File: config.mk
export PLATFORM = sky130hd
export DESIGN_NAME = mmdia_top
export DESIGN_NICKNAME = d
export VERILOG_FILES = /design/src/hdl/mmdia_pkg.sv /design/src/hdl/mmdia_top.sv
export SDC_FILE = /design/constraint.sdc
export NUM_CORES = 2
export LEC_CHECK = 0
export BUFFER_PORTS_ARGS = -buffer_cell sky130_fd_sc_hd__buf_2
export CORE_UTILIZATION = 50
export DETAILED_ROUTE_END_ITERATION = 8
export PLACE_DENSITY = 0.7
export SYNTH_ARGS = -nofsm -noshare
export SYNTH_HDL_FRONTEND = slang
export SYNTH_SLANG_ARGS = --single-unit
export TNS_END_PERCENT = 100
File: constraint.sdc
create_clock -name clk_i -period 3.8 [get_ports clk_i]
set_input_delay 0.76 -clock clk_i [delete_from_list [all_inputs] [get_ports clk_i]]
set_output_delay 0.76 -clock clk_i [all_outputs]
set_load 0.03 [all_outputs]
File: src/hdl/mmdia_pkg.sv
// Constants, field layouts and types for the indirect extended register access block
package mmdia_pkg;

  // ==========================================================================
  // Register map
  localparam logic [4:0] REG_ACCESS_CTRL = 5'h0D;
  localparam logic [4:0] REG_ADDR_DATA = 5'h0E;
  localparam logic [4:0] DEV_ADDR_VENDOR = 5'h1F;

  // ==========================================================================
  // Function codes
  localparam logic [1:0] FN_ADDRESS = 2'h0;
  localparam logic [1:0] FN_DATA = 2'h1;
  localparam logic [1:0] FN_DATA_INC_RW = 2'h2;
  localparam logic [1:0] FN_DATA_INC_WR = 2'h3;

  // ==========================================================================
  // Management frame op codes and lengths
  localparam logic [1:0] OP_WRITE = 2'h1;
  localparam logic [1:0] OP_READ = 2'h2;
  localparam logic [3:0] HDR_LAST = 4'hB;
  localparam logic [3:0] TA_LAST = 4'h1;
  localparam logic [3:0] DATA_LAST = 4'hF;
  localparam int STD_REG_COUNT = 32;
  localparam int EXT_DEPTH_DEF = 64;

  // ==========================================================================
  // Reset values
  localparam logic [15:0] ACCESS_CTRL_RST = 16'h0000;
  localparam logic [15:0] EXT_ADDR_RST = 16'h0000;
  localparam logic [15:0] REG_RST = 16'h0000;
  localparam logic [4:0] PHY_ADDR_RST = 5'h00;

  // ==========================================================================
  // Types
  typedef struct packed {
    logic [1:0] func;
    logic [8:0] rsvd;
    logic [4:0] dev_addr;
  } mmdia_ctrl_t;

  typedef struct packed {
    logic [1:0] op;
    logic [4:0] phy;
    logic [4:0] reg_addr;
  } mmdia_hdr_t;

  typedef enum logic [2:0] {
    ST_IDLE,
    ST_START,
    ST_HDR,
    ST_TA,
    ST_DATA
  } mmdia_state_t;

endpackage

File: src/hdl/mmdia_top.sv
// Management frame slave with indirect extended register access
`timescale 1ns/1ns
module mmdia_top
#(
  parameter int EXT_DEPTH = mmdia_pkg::EXT_DEPTH_DEF
)
(
  // Clock and reset
  input wire logic clk_i,
  input wire logic nrst_i,
  // Management pins
  input wire logic mdc_i,
  input wire logic mdio_i,
  output logic mdio_o,
  output logic mdio_oe_o,
  // Address strap
  input wire logic [4:0] phy_addr_i
);

  localparam int IW = $clog2(EXT_DEPTH);
  localparam logic [15:0] DEPTH_W = 16'(EXT_DEPTH);

  // ==========================================================================
  // Synchronisers
  logic mdc_s1_ff;
  logic mdc_s2_ff;
  logic mdc_s3_ff;
  logic mdio_s1_ff;
  logic mdio_s2_ff;
  logic [4:0] phy_s1_ff;
  logic [4:0] phy_s2_ff;

  always_ff @(posedge clk_i or negedge nrst_i)
  begin
    if (!nrst_i)
    begin
      mdc_s1_ff <= 1'b0;
      mdc_s2_ff <= 1'b0;
      mdc_s3_ff <= 1'b0;
      mdio_s1_ff <= 1'b1;
      mdio_s2_ff <= 1'b1;
      phy_s1_ff <= mmdia_pkg::PHY_ADDR_RST;
      phy_s2_ff <= mmdia_pkg::PHY_ADDR_RST;
    end
    else
    begin
      mdc_s1_ff <= mdc_i;
      mdc_s2_ff <= mdc_s1_ff;
      mdc_s3_ff <= mdc_s2_ff;
      mdio_s1_ff <= mdio_i;
      mdio_s2_ff <= mdio_s1_ff;
      phy_s1_ff <= phy_addr_i;
      phy_s2_ff <= phy_s1_ff;
    end
  end

  logic rise;
  logic bit_in;
  assign rise = mdc_s2_ff & ~mdc_s3_ff;
  assign bit_in = mdio_s2_ff;

  // ==========================================================================
  // Strap capture once after reset release
  logic [4:0] phyad_ff;
  logic [1:0] strap_cnt_ff;

  always_ff @(posedge clk_i or negedge nrst_i)
  begin
    if (!nrst_i)
    begin
      phyad_ff <= mmdia_pkg::PHY_ADDR_RST;
      strap_cnt_ff <= 2'h0;
    end
    else if (strap_cnt_ff != 2'h3)
    begin
      strap_cnt_ff <= strap_cnt_ff + 2'h1;
      if (strap_cnt_ff == 2'h2)
      begin
        phyad_ff <= phy_s2_ff;
      end
    end
  end

  // ==========================================================================
  // Register storage
  mmdia_pkg::mmdia_ctrl_t ctrl_ff;
  logic [15:0] ext_addr_ff;
  logic [15:0] mem_ff [EXT_DEPTH];

  logic dev_ok;
  logic ind_ok;
  assign dev_ok = (ctrl_ff.dev_addr == mmdia_pkg::DEV_ADDR_VENDOR);
  // Indirect target must exist and must not be one of the two access registers
  assign ind_ok = (ext_addr_ff < DEPTH_W)
                  && (ext_addr_ff != {11'h000, mmdia_pkg::REG_ACCESS_CTRL})
                  && (ext_addr_ff != {11'h000, mmdia_pkg::REG_ADDR_DATA});

  // Read value for a direct register address
  function automatic logic [15:0] rd_value(input logic [4:0] ra);
    logic [15:0] v;
    v = mmdia_pkg::REG_RST;
    if (ra == mmdia_pkg::REG_ACCESS_CTRL)
    begin
      v = ctrl_ff;
    end
    else if (ra == mmdia_pkg::REG_ADDR_DATA)
    begin
      if (!dev_ok)
      begin
        v = mmdia_pkg::REG_RST;
      end
      else if (ctrl_ff.func == mmdia_pkg::FN_ADDRESS)
      begin
        v = ext_addr_ff;
      end
      else if (ind_ok)
      begin
        v = mem_ff[ext_addr_ff[IW-1:0]];
      end
    end
    else
    begin
      v = mem_ff[IW'(ra)];
    end
    return v;
  endfunction

  // ==========================================================================
  // Frame sequencer
  mmdia_pkg::mmdia_state_t st_ff;
  logic [3:0] cnt_ff;
  mmdia_pkg::mmdia_hdr_t hdr_ff;
  mmdia_pkg::mmdia_hdr_t hdr_next;
  logic [15:0] sh_ff;
  logic act_ff;
  logic rd_ff;

  assign hdr_next = mmdia_pkg::mmdia_hdr_t'({hdr_ff[10:0], bit_in});

  logic hdr_done;
  logic data_done;
  logic wr_done;
  logic rd_done;
  logic [15:0] wdata;
  assign hdr_done = rise && (st_ff == mmdia_pkg::ST_HDR) && (cnt_ff == mmdia_pkg::HDR_LAST);
  assign data_done = rise && (st_ff == mmdia_pkg::ST_DATA) && (cnt_ff == mmdia_pkg::DATA_LAST);
  assign wr_done = data_done && act_ff && !rd_ff;
  assign rd_done = data_done && act_ff && rd_ff;
  assign wdata = {sh_ff[14:0], bit_in};

  always_ff @(posedge clk_i or negedge nrst_i)
  begin
    if (!nrst_i)
    begin
      st_ff <= mmdia_pkg::ST_IDLE;
      cnt_ff <= 4'h0;
      hdr_ff <= '0;
      sh_ff <= 16'h0000;
      act_ff <= 1'b0;
      rd_ff <= 1'b0;
      mdio_o <= 1'b1;
      mdio_oe_o <= 1'b0;
    end
    else if (rise)
    begin
      case (st_ff)
        mmdia_pkg::ST_IDLE:
        begin
          mdio_oe_o <= 1'b0;
          if (!bit_in)
          begin
            st_ff <= mmdia_pkg::ST_START;
          end
        end
        mmdia_pkg::ST_START:
        begin
          st_ff <= bit_in ? mmdia_pkg::ST_HDR : mmdia_pkg::ST_IDLE;
          cnt_ff <= 4'h0;
        end
        mmdia_pkg::ST_HDR:
        begin
          hdr_ff <= hdr_next;
          cnt_ff <= cnt_ff + 4'h1;
          if (hdr_done)
          begin
            st_ff <= mmdia_pkg::ST_TA;
            cnt_ff <= 4'h0;
            act_ff <= (hdr_next.phy == phyad_ff)
                      && ((hdr_next.op == mmdia_pkg::OP_READ)
                          || (hdr_next.op == mmdia_pkg::OP_WRITE));
            rd_ff <= (hdr_next.op == mmdia_pkg::OP_READ);
            sh_ff <= rd_value(hdr_next.reg_addr);
          end
        end
        mmdia_pkg::ST_TA:
        begin
          cnt_ff <= cnt_ff + 4'h1;
          if (cnt_ff == 4'h0)
          begin
            // Second turnaround bit is driven low on a matched read
            mdio_oe_o <= act_ff && rd_ff;
            mdio_o <= 1'b0;
          end
          else if (cnt_ff == mmdia_pkg::TA_LAST)
          begin
            st_ff <= mmdia_pkg::ST_DATA;
            cnt_ff <= 4'h0;
            mdio_o <= sh_ff[15];
            if (act_ff && rd_ff)
            begin
              sh_ff <= {sh_ff[14:0], 1'b0};
            end
          end
        end
        mmdia_pkg::ST_DATA:
        begin
          cnt_ff <= cnt_ff + 4'h1;
          if (act_ff && rd_ff)
          begin
            mdio_o <= sh_ff[15];
            sh_ff <= {sh_ff[14:0], 1'b0};
          end
          else
          begin
            sh_ff <= wdata;
          end
          if (cnt_ff == mmdia_pkg::DATA_LAST)
          begin
            st_ff <= mmdia_pkg::ST_IDLE;
            mdio_oe_o <= 1'b0;
            mdio_o <= 1'b1;
          end
        end
        default:
        begin
          st_ff <= mmdia_pkg::ST_IDLE;
          mdio_oe_o <= 1'b0;
        end
      endcase
    end
  end

  // ==========================================================================
  // Access control register, direct access only
  logic wr_ctrl;
  logic wr_ad;
  logic rd_ad;
  assign wr_ctrl = wr_done && (hdr_ff.reg_addr == mmdia_pkg::REG_ACCESS_CTRL);
  assign wr_ad = wr_done && (hdr_ff.reg_addr == mmdia_pkg::REG_ADDR_DATA) && dev_ok;
  assign rd_ad = rd_done && (hdr_ff.reg_addr == mmdia_pkg::REG_ADDR_DATA) && dev_ok;

  always_ff @(posedge clk_i or negedge nrst_i)
  begin
    if (!nrst_i)
    begin
      ctrl_ff <= mmdia_pkg::ACCESS_CTRL_RST;
    end
    else if (wr_ctrl)
    begin
      ctrl_ff <= wdata;
    end
  end

  // ==========================================================================
  // Extended address register with post increment
  logic inc_addr;
  assign inc_addr = (wr_ad && ((ctrl_ff.func == mmdia_pkg::FN_DATA_INC_RW)
                               || (ctrl_ff.func == mmdia_pkg::FN_DATA_INC_WR)))
                    || (rd_ad && (ctrl_ff.func == mmdia_pkg::FN_DATA_INC_RW));

  always_ff @(posedge clk_i or negedge nrst_i)
  begin
    if (!nrst_i)
    begin
      ext_addr_ff <= mmdia_pkg::EXT_ADDR_RST;
    end
    else if (wr_ad && (ctrl_ff.func == mmdia_pkg::FN_ADDRESS))
    begin
      ext_addr_ff <= wdata;
    end
    else if (inc_addr)
    begin
      ext_addr_ff <= ext_addr_ff + 16'h0001;
    end
  end

  // ==========================================================================
  // Register array: entries below 32 are the standard set, the rest extended
  logic wr_std;
  logic wr_ext;
  assign wr_std = wr_done && (hdr_ff.reg_addr != mmdia_pkg::REG_ACCESS_CTRL)
                  && (hdr_ff.reg_addr != mmdia_pkg::REG_ADDR_DATA);
  assign wr_ext = wr_ad && (ctrl_ff.func != mmdia_pkg::FN_ADDRESS) && ind_ok;

  always_ff @(posedge clk_i or negedge nrst_i)
  begin
    if (!nrst_i)
    begin
      for (int i = 0; i < EXT_DEPTH; i++)
      begin
        mem_ff[i] <= mmdia_pkg::REG_RST;
      end
    end
    else if (wr_std)
    begin
      mem_ff[IW'(hdr_ff.reg_addr)] <= wdata;
    end
    else if (wr_ext)
    begin
      mem_ff[ext_addr_ff[IW-1:0]] <= wdata;
    end
  end

endmodule

# [Word level (Yosys, flattened, before mapping)]
# Cells that the tools add are included.
[totals] wordCells=227 output_inout_bits=2 register_bits=1116 inputBits=9
[op_classes] reduce_logical=47 addsub=3 eq_ne=32 muxes=46 order_cmp=6 n_bitwise=6
[op_table] operator="$bwmux W1024" n=2
[op_table] operator="$mux W1024" n=2
[op_table] operator="$mux W16" n=17
[op_table] operator="$bmux W16 S6" n=2
[op_table] operator="$demux W16 S6" n=2
[op_table] operator="$pmux W16 S3" n=1
[op_table] operator="$ne A16 B4 Y1 const B" n=2
[op_table] operator="$logic_and A1 B1 Y1" n=25
[op_table] operator="$ge A7 B7 Y1 const B" n=3
[op_table] operator="$eq A5 B4 Y1 const B" n=4
[op_table] operator="$add A16 B1 Y16 const B" n=1
[op_table] operator="$lt A16 B7 Y1 const B" n=1
[op_table] operator="$pmux W4 S4" n=1
[op_table] operator="$mux W3" n=5
[op_table] operator="$pmux W3 S5" n=1
[op_table] operator="$lt A7 B1 Y1 const B" n=2
[op_table] operator="$ne A2 B2 Y1 const B" n=7
[op_table] operator="$not A5 Y7" n=2
[op_table] operator="$mux W4" n=3
[op_table] operator="$reduce_and A6 Y1" n=2
[op_table] operator="$ne A5 B4 Y1 const B" n=2
[op_table] operator="$eq A2 B2 Y1 const B" n=4
[op_table] operator="$eq A4 B4 Y1 const B" n=2
[op_table] operator="$reduce_and A4 Y1" n=2
[op_table] operator="other kinds (30)" n=45

# [Depth between registers and ports, before layout]
[logic_depth] word_depth=12 ltp_mapped=17 mapped_depth_nobuf=9

# [Worst setup path after synthesis]
# No wires, ideal clock.
[synth_path] path_kind="register -> register" startpoint="register ext_addr_ff[1]" endpoint="register mem_ff[967] (netlist bit)" required_ns=3.675 slack_ns=-0.080 setup_time_ns=0.125 path_stages_with_launch=16 path_buffers=7 period_less_slack_ns=3.880 arrival_time_ns=3.755 cell_sequence="dfrtp_1 -> clkbuf_1 -> buf_2 -> buf_2 -> inv_2 -> clkbuf_1 -> buf_1 -> ha_1 -> o21ai_0 -> nor2_1 -> or2_2 -> clkbuf_1 -> nor3_2 -> a32oi_1 -> clkbuf_1 -> mux2_2"
[synth_via] elab_chain_len=8 elab_cells_between_ends=16 classes_between="order compare (3); eq/ne (2); mux (5); bitwise (1); reduce/logical (5)"
[synth_rtl] item="from (decl)" line_no="mmdia_top.sv:87" source="logic [15:0] ext_addr_ff;"
[synth_rtl] item="from (signal assigned)" line_no="mmdia_top.sv:275" source="ext_addr_ff <= mmdia_pkg::EXT_ADDR_RST;"
[synth_rtl] item="from (signal assigned)" line_no="mmdia_top.sv:279" source="ext_addr_ff <= wdata;"
[synth_rtl] item="from (signal assigned)" line_no="mmdia_top.sv:283" source="ext_addr_ff <= ext_addr_ff + 16'h0001;"
[synth_rtl] item="$not A6 Y7 (implied by the code)" line_no="mmdia_top.sv:310" source="mem_ff[ext_addr_ff[IW-1:0]] <= wdata;"
[synth_rtl] item="$ge A7 B7 Y1 (implied by the code) or $lt A7 B1 Y1 (tied branches)" line_no="mmdia_top.sv:310"
[synth_rtl] item="$logic_and A1 B1 Y1 (implied by the code)" line_no="mmdia_top.sv:310"
[synth_rtl] item="$mux W16 (implied by the code)" line_no="mmdia_top.sv:310"
[synth_rtl] item="$demux W16 S6" line_no="mmdia_top.sv:310"
[synth_rtl] item="$bwmux W1024" line_no="mmdia_top.sv:310"
[synth_rtl] item="$mux W1024" line_no="mmdia_top.sv:308" source="else if (wr_ext)"
[synth_rtl] item="$mux W1024" line_no="mmdia_top.sv:304" source="else if (wr_std)"
[synth_rtl] item="to (signal, indexed assignment)" line_no="mmdia_top.sv:301" source="mem_ff[i] <= mmdia_pkg::REG_RST;"
[synth_rtl] item="to (signal, indexed assignment)" line_no="mmdia_top.sv:306" source="mem_ff[IW'(hdr_ff.reg_addr)] <= wdata;"
[synth_rtl] item="to (signal, indexed assignment)" line_no="mmdia_top.sv:310"
[synth_rtl] item="to (decl)" line_no="mmdia_top.sv:88" source="logic [15:0] mem_ff [EXT_DEPTH];"
# Parallel ways exist; a longest one is shown, timed or not. The select of a mux whose other input is x is not followed.
# A chain may end at the register's enable or synchronous reset.

# [Worst setup path after layout]
[layout_path] startpoint="register ext_addr_ff[0]" endpoint="register sh_ff[3]"
[layout_via] elab_chain_len=11 elab_cells_between_ends=16 classes_between="order compare (1); eq/ne (2); mux (10); bitwise (1); reduce/logical (2)"
[layout_rtl] item="$not A6 Y7 (implied by the code)" line_no="mmdia_top.sv:118" source="v = mem_ff[ext_addr_ff[IW-1:0]];"
[layout_rtl] item="$bmux W16 S6" line_no="mmdia_top.sv:118"
[layout_rtl] item="$mux W16 (implied by the code) (2 in a row)" line_no="mmdia_top.sv:118"
[layout_rtl] item="$mux W16 (*)" line_no="mmdia_top.sv:116" source="else if (ind_ok)"
[layout_rtl] item="$mux W16 (*)" line_no="mmdia_top.sv:112" source="else if (ctrl_ff.func == mmdia_pkg::FN_ADDRESS)"
[layout_rtl] item="$mux W16 (*)" line_no="mmdia_top.sv:108" source="if (!dev_ok)"
[layout_rtl] item="$mux W16 (*)" line_no="mmdia_top.sv:106" source="else if (ra == mmdia_pkg::REG_ADDR_DATA)"
[layout_rtl] item="$mux W16 (*)" line_no="mmdia_top.sv:102" source="if (ra == mmdia_pkg::REG_ACCESS_CTRL)"
[layout_rtl] item="$mux W16 (*)" line_no="mmdia_top.sv:184" source="if (hdr_done)"
[layout_rtl] item="$pmux W16 S3 (*)" line_no="mmdia_top.sv:166" source="case (st_ff)"
[layout_rtl] item="to (signal assigned)" line_no="mmdia_top.sv:192" source="sh_ff <= rd_value(hdr_next.reg_addr);"
[layout_rtl] item="to (signal assigned)" line_no="mmdia_top.sv:211" source="sh_ff <= {sh_ff[14:0], 1'b0};"
[layout_rtl] item="to (signal assigned)" line_no="mmdia_top.sv:221" source="sh_ff <= {sh_ff[14:0], 1'b0};"
[layout_rtl] item="to (decl)" line_no="mmdia_top.sv:134" source="logic [15:0] sh_ff;"
# Every way passes the cells marked *; elsewhere a longest branch is shown, timed or not. The select of a mux whose other input is x is not followed.

==> impl_metrics.json <==
{
  "avgSynthCellArea_um2": 11.34,
  "power_w": 0.03005,
  "fin_hold_ws_ps": -2.486,
  "vdd_drop_max_uv": 442.5,
  "cap_violations": 0,
  "core-area_mm2": 0.1113,
  "fillers": 9110,
  "max_clock_freq_ghz": 0.2651,
  "arrival_ps": 4440,
  "drv_slew": 0,
  "clkPwrFrac_pct": 41.0,
  "overflow": 0,
  "dp.cells": 6338,
  "fin_crit_ps": 3773,
  "hold_path.class": "in2async",
  "async_reset_ff_share_pct": 100.0,
  "min_period_over_period_pct": 99.28,
  "cts_setup_buffers": 0,
  "synth_edf_count": 0,
  "first_iter_violations": 5358,
  "intPower_w": 0.02062,
  "final_cells": 6567,
  "ys_seq_area_share_pct": 49.46,
  "worstSetupEndpointType": "flip-flop",
  "firstDrtPassIters": 9,
  "drive_above_1_share_pct": 32.97,
  "rsz0062_at_grt": "false",
  "clock_sinks": 1116,
  "synth_most_common_cell": "dfrtp_1",
  "synth_top_area_cell": "dfrtp_1",
  "num_rows": 122,
  "combPwrFrac_pct": 14.8,
  "grt_pass1_wl_um": 296500,
  "grt_max_degree": 97,
  "clock_path_buffers": 3,
  "die_area_mm2": 0.1143,
  "synth_cells": 4978,
  "totalWireLength_um": 199700,
  "root_buffer": "clkbuf_16",
  "netlist_area_mm2": 0.05647,
  "synthDominantCellAreaShare_pct": 49.32,
  "final_hold_viol_count": 2,
  "yosysWarnings": 0,
  "grt_use_total_pct": 35.32,
  "grt_pass1_vias": 43433,
  "die_height_um": 338.1,
  "p_per_area_mw_per_mm2": 470.5,
  "violations": "negative hold slack",
  "ios": 11,
  "required_ps": 4470,
  "cts_tree": "yes",
  "routabilityCongestion": 1.056,
  "finalInstanceArea_mm2": 0.06387,
  "postPlaceCellArea_mm2": 0.05969,
  "fin_skew_ps": 36.25,
  "crit_path_start_kind": "flip-flop",
  "path_clk_slew_ps": 70,
  "numCtsBuffers": 117,
  "switching_share_pct": 31.36,
  "fin_nets": 4987,
  "ys_seq_elements": 1116,
  "seq_area_mm2": 0.02797,
  "drcViolationCount": 0,
  "wire_per_inst_um": 30.41,
  "relSlewSlack_pct": 10.99,
  "synth.distinct_cells": 73,
  "vias": 44300,
  "synthToLayoutAreaGrowth_pct": 13.10,
  "synth_nets": 4996,
  "hpwlAfterDp_um": 128400,
  "ant_nets": 0,
  "dieWidth_um": 338.1,
  "synth.area.top_cells": "dfrtp_1 (49%), mux2_2 (17%), mux4_2 (5.7%)",
  "power.leakage_nw": 28.77,
  "multi_input_area_mm2": 0.02682,
  "vias_per_cell": 6.746,
  "start_util_pct": 50.75,
  "antenna_found_initial": 11,
  "synth_common_cells": "dfrtp_1 (1,113), mux2_2 (871), nand2_1 (737)",
  "clkLatencyLatePin_ps": 760,
  "holdBufCountCts": 0,
  "critical_path_class": "reg2reg",
  "setup_viol": 0,
  "p_seq_share_pct": 44.2,
  "htree_num_levels": 3,
  "io_buffers": 10,
  "cts-resized-gates": 0,
  "synth_ff_type": "dfrtp_1",
  "switchingPower_w": 0.009424,
  "status": "finished with violations",
  "worst_slew_pin_slew_ps": 1335,
  "cp_max_fo": 37
}
[state kept, by name, summed over array words and instances, names as in the netlist]
signal	flops
hdr_ff	11
cnt_ff	4
ext_addr_ff	16
mdio_s1_ff	1
bit_in	1
act_ff	1
mem_ff	1024
phy_s1_ff	5
sh_ff	16
st_ff	3
phyad_ff	5
ctrl_ff	16
phy_s2_ff	5
mdc_s3_ff	1
mdc_s2_ff	1
strap_cnt_ff	2
mdio_oe_o	1
mdc_s1_ff	1
mdio_o	1
rd_ff	1
[kinds of logic after synthesis]
family,after synthesis,synth area share [%]
muxes,1199,26.33
and+or+nand+nor,1067,8.107
buffers and inverters,477,3.425
xor gates and xnor gates,22,0.3412
adders and majority gates,9,0.1994
DFF,1116,49.46
AOI/OAI and AO/OA,1088,12.14
[final timing paths]
| kind | slack (ps) | startpoint | cells past startpoint | end |
|---|---|---|---|---|
| worst max-delay path | 30 | ext_addr_ff[0]$_DFFE_PN0P_ | 10 | sh_ff[3]$_DFFE_PN0P_ |
| worst min-delay path | -2 | nrst_i | 1 | mem_ff[748]$_DFFE_PN0P_ |
| worst max register to register | 30 | ext_addr_ff[0]$_DFFE_PN0P_ | 10 | sh_ff[3]$_DFFE_PN0P_ |
| worst min register to register | 350 | phy_s1_ff[4]$_DFF_PN0_ | 0 | phy_s2_ff[4]$_DFF_PN0_ |
| max in group asynchronous | 2600 | nrst_i | 2 | mem_ff[901]$_DFFE_PN0P_ |
| min in group clk_i | 120 | mdc_i | 1 | mdc_s1_ff$_DFF_PN0_ |
[routing by layer]
layer  track usage (%)  vias to the layer above  wire, um
li1                  -                    18241         -
met1             46.52                    22557     76260
met2             50.57                     2718     85530
met3             11.18                      776     23690
met4             22.08                        8     14170
met5                 0                        -        58
[layout make-up]
type	instances	share of cell area, %
flip-flops and latches	1116	43.80
multi-input cells	3385	42.00
clock buffers	171	5.481
repair buffers	333	4.655
well taps	1488	2.915
clock inverters	50	1.025
inverters	16	0.09403
diodes	8	0.03134
[metrics by stage]
stage	utilization, %	worst slack (ps)	TNS [ps]
6_report	57.39	27.17	0
5_1_grt	57.38	120.1	0
4_1_cts	57.37	119.3	0
3_5_place_dp	53.64	141.9	0
3_3_place_gp	53.64	152.7	0
2_1_floorplan	-	-43.63	-1209
[critical path, cell delays in order (launching register included)]
cell       delay (ps)
dfrtp_4           550
buf_12            210
buf_12            220
nand2b_2          420
buf_4             300
o22ai_1           100
o21ai_0           500
a21oi_1           150
a2111oi_1         740
nand4_1           250
a21oi_1           200
[power by group through the flow]
stage | registers (W) | logic [W] | clock network [W]
finish | 0.0133 | 0.00444 | 0.0123
global route | 0.0133 | 0.00459 | 0.0129
CTS | 0.0132 | 0.00429 | 0.0124
detailed placement | 0.0134 | 0.00427 | 0
global placement | 0.0134 | 0.00423 | 0
floorplan | 0.0124 | 0.00305 | 0
[cells in the final DEF, fill, tap and decap left out, types with 10 or more instances in the layout]
cell type  synthesis  layout
mux4_2           142     142
nand2_1          737     735
dfrtp_1         1113    1093
mux2_2           871     871
a2111oi_0         14      13
clkbuf_1         340      17
nand3_1           20      20
nor3_1            20      20
clkbuf_8           0      37
mux2i_1          186     186
dfrtp_2            0      14
inv_1             12      12
o21ai_0          422     420
nor2_1           113     113
buf_4             32     284
and2_1            10      10
a22oi_1           68      49
a211oi_1          39      39
o221ai_1          67      67
a22o_1            12      12
o22ai_1          177     177
nor2b_1           30      29
nor2_2            34      34
a21oi_1          121     121
clkbuf_16          0     117
nand4_1           14      14
xnor2_1           16      16
o211ai_1          13      13
a221o_1           16      16
buf_12             0      39
a31oi_1           19      19
nor4_1            12      11
and3_1            10      10
bufinv_16          0      13
o22a_1            17      17
a22oi_2            0      19
a221oi_1          34      34
clkinv_2           0      25
No activity file was read; power rests on OpenSTA's default activity.
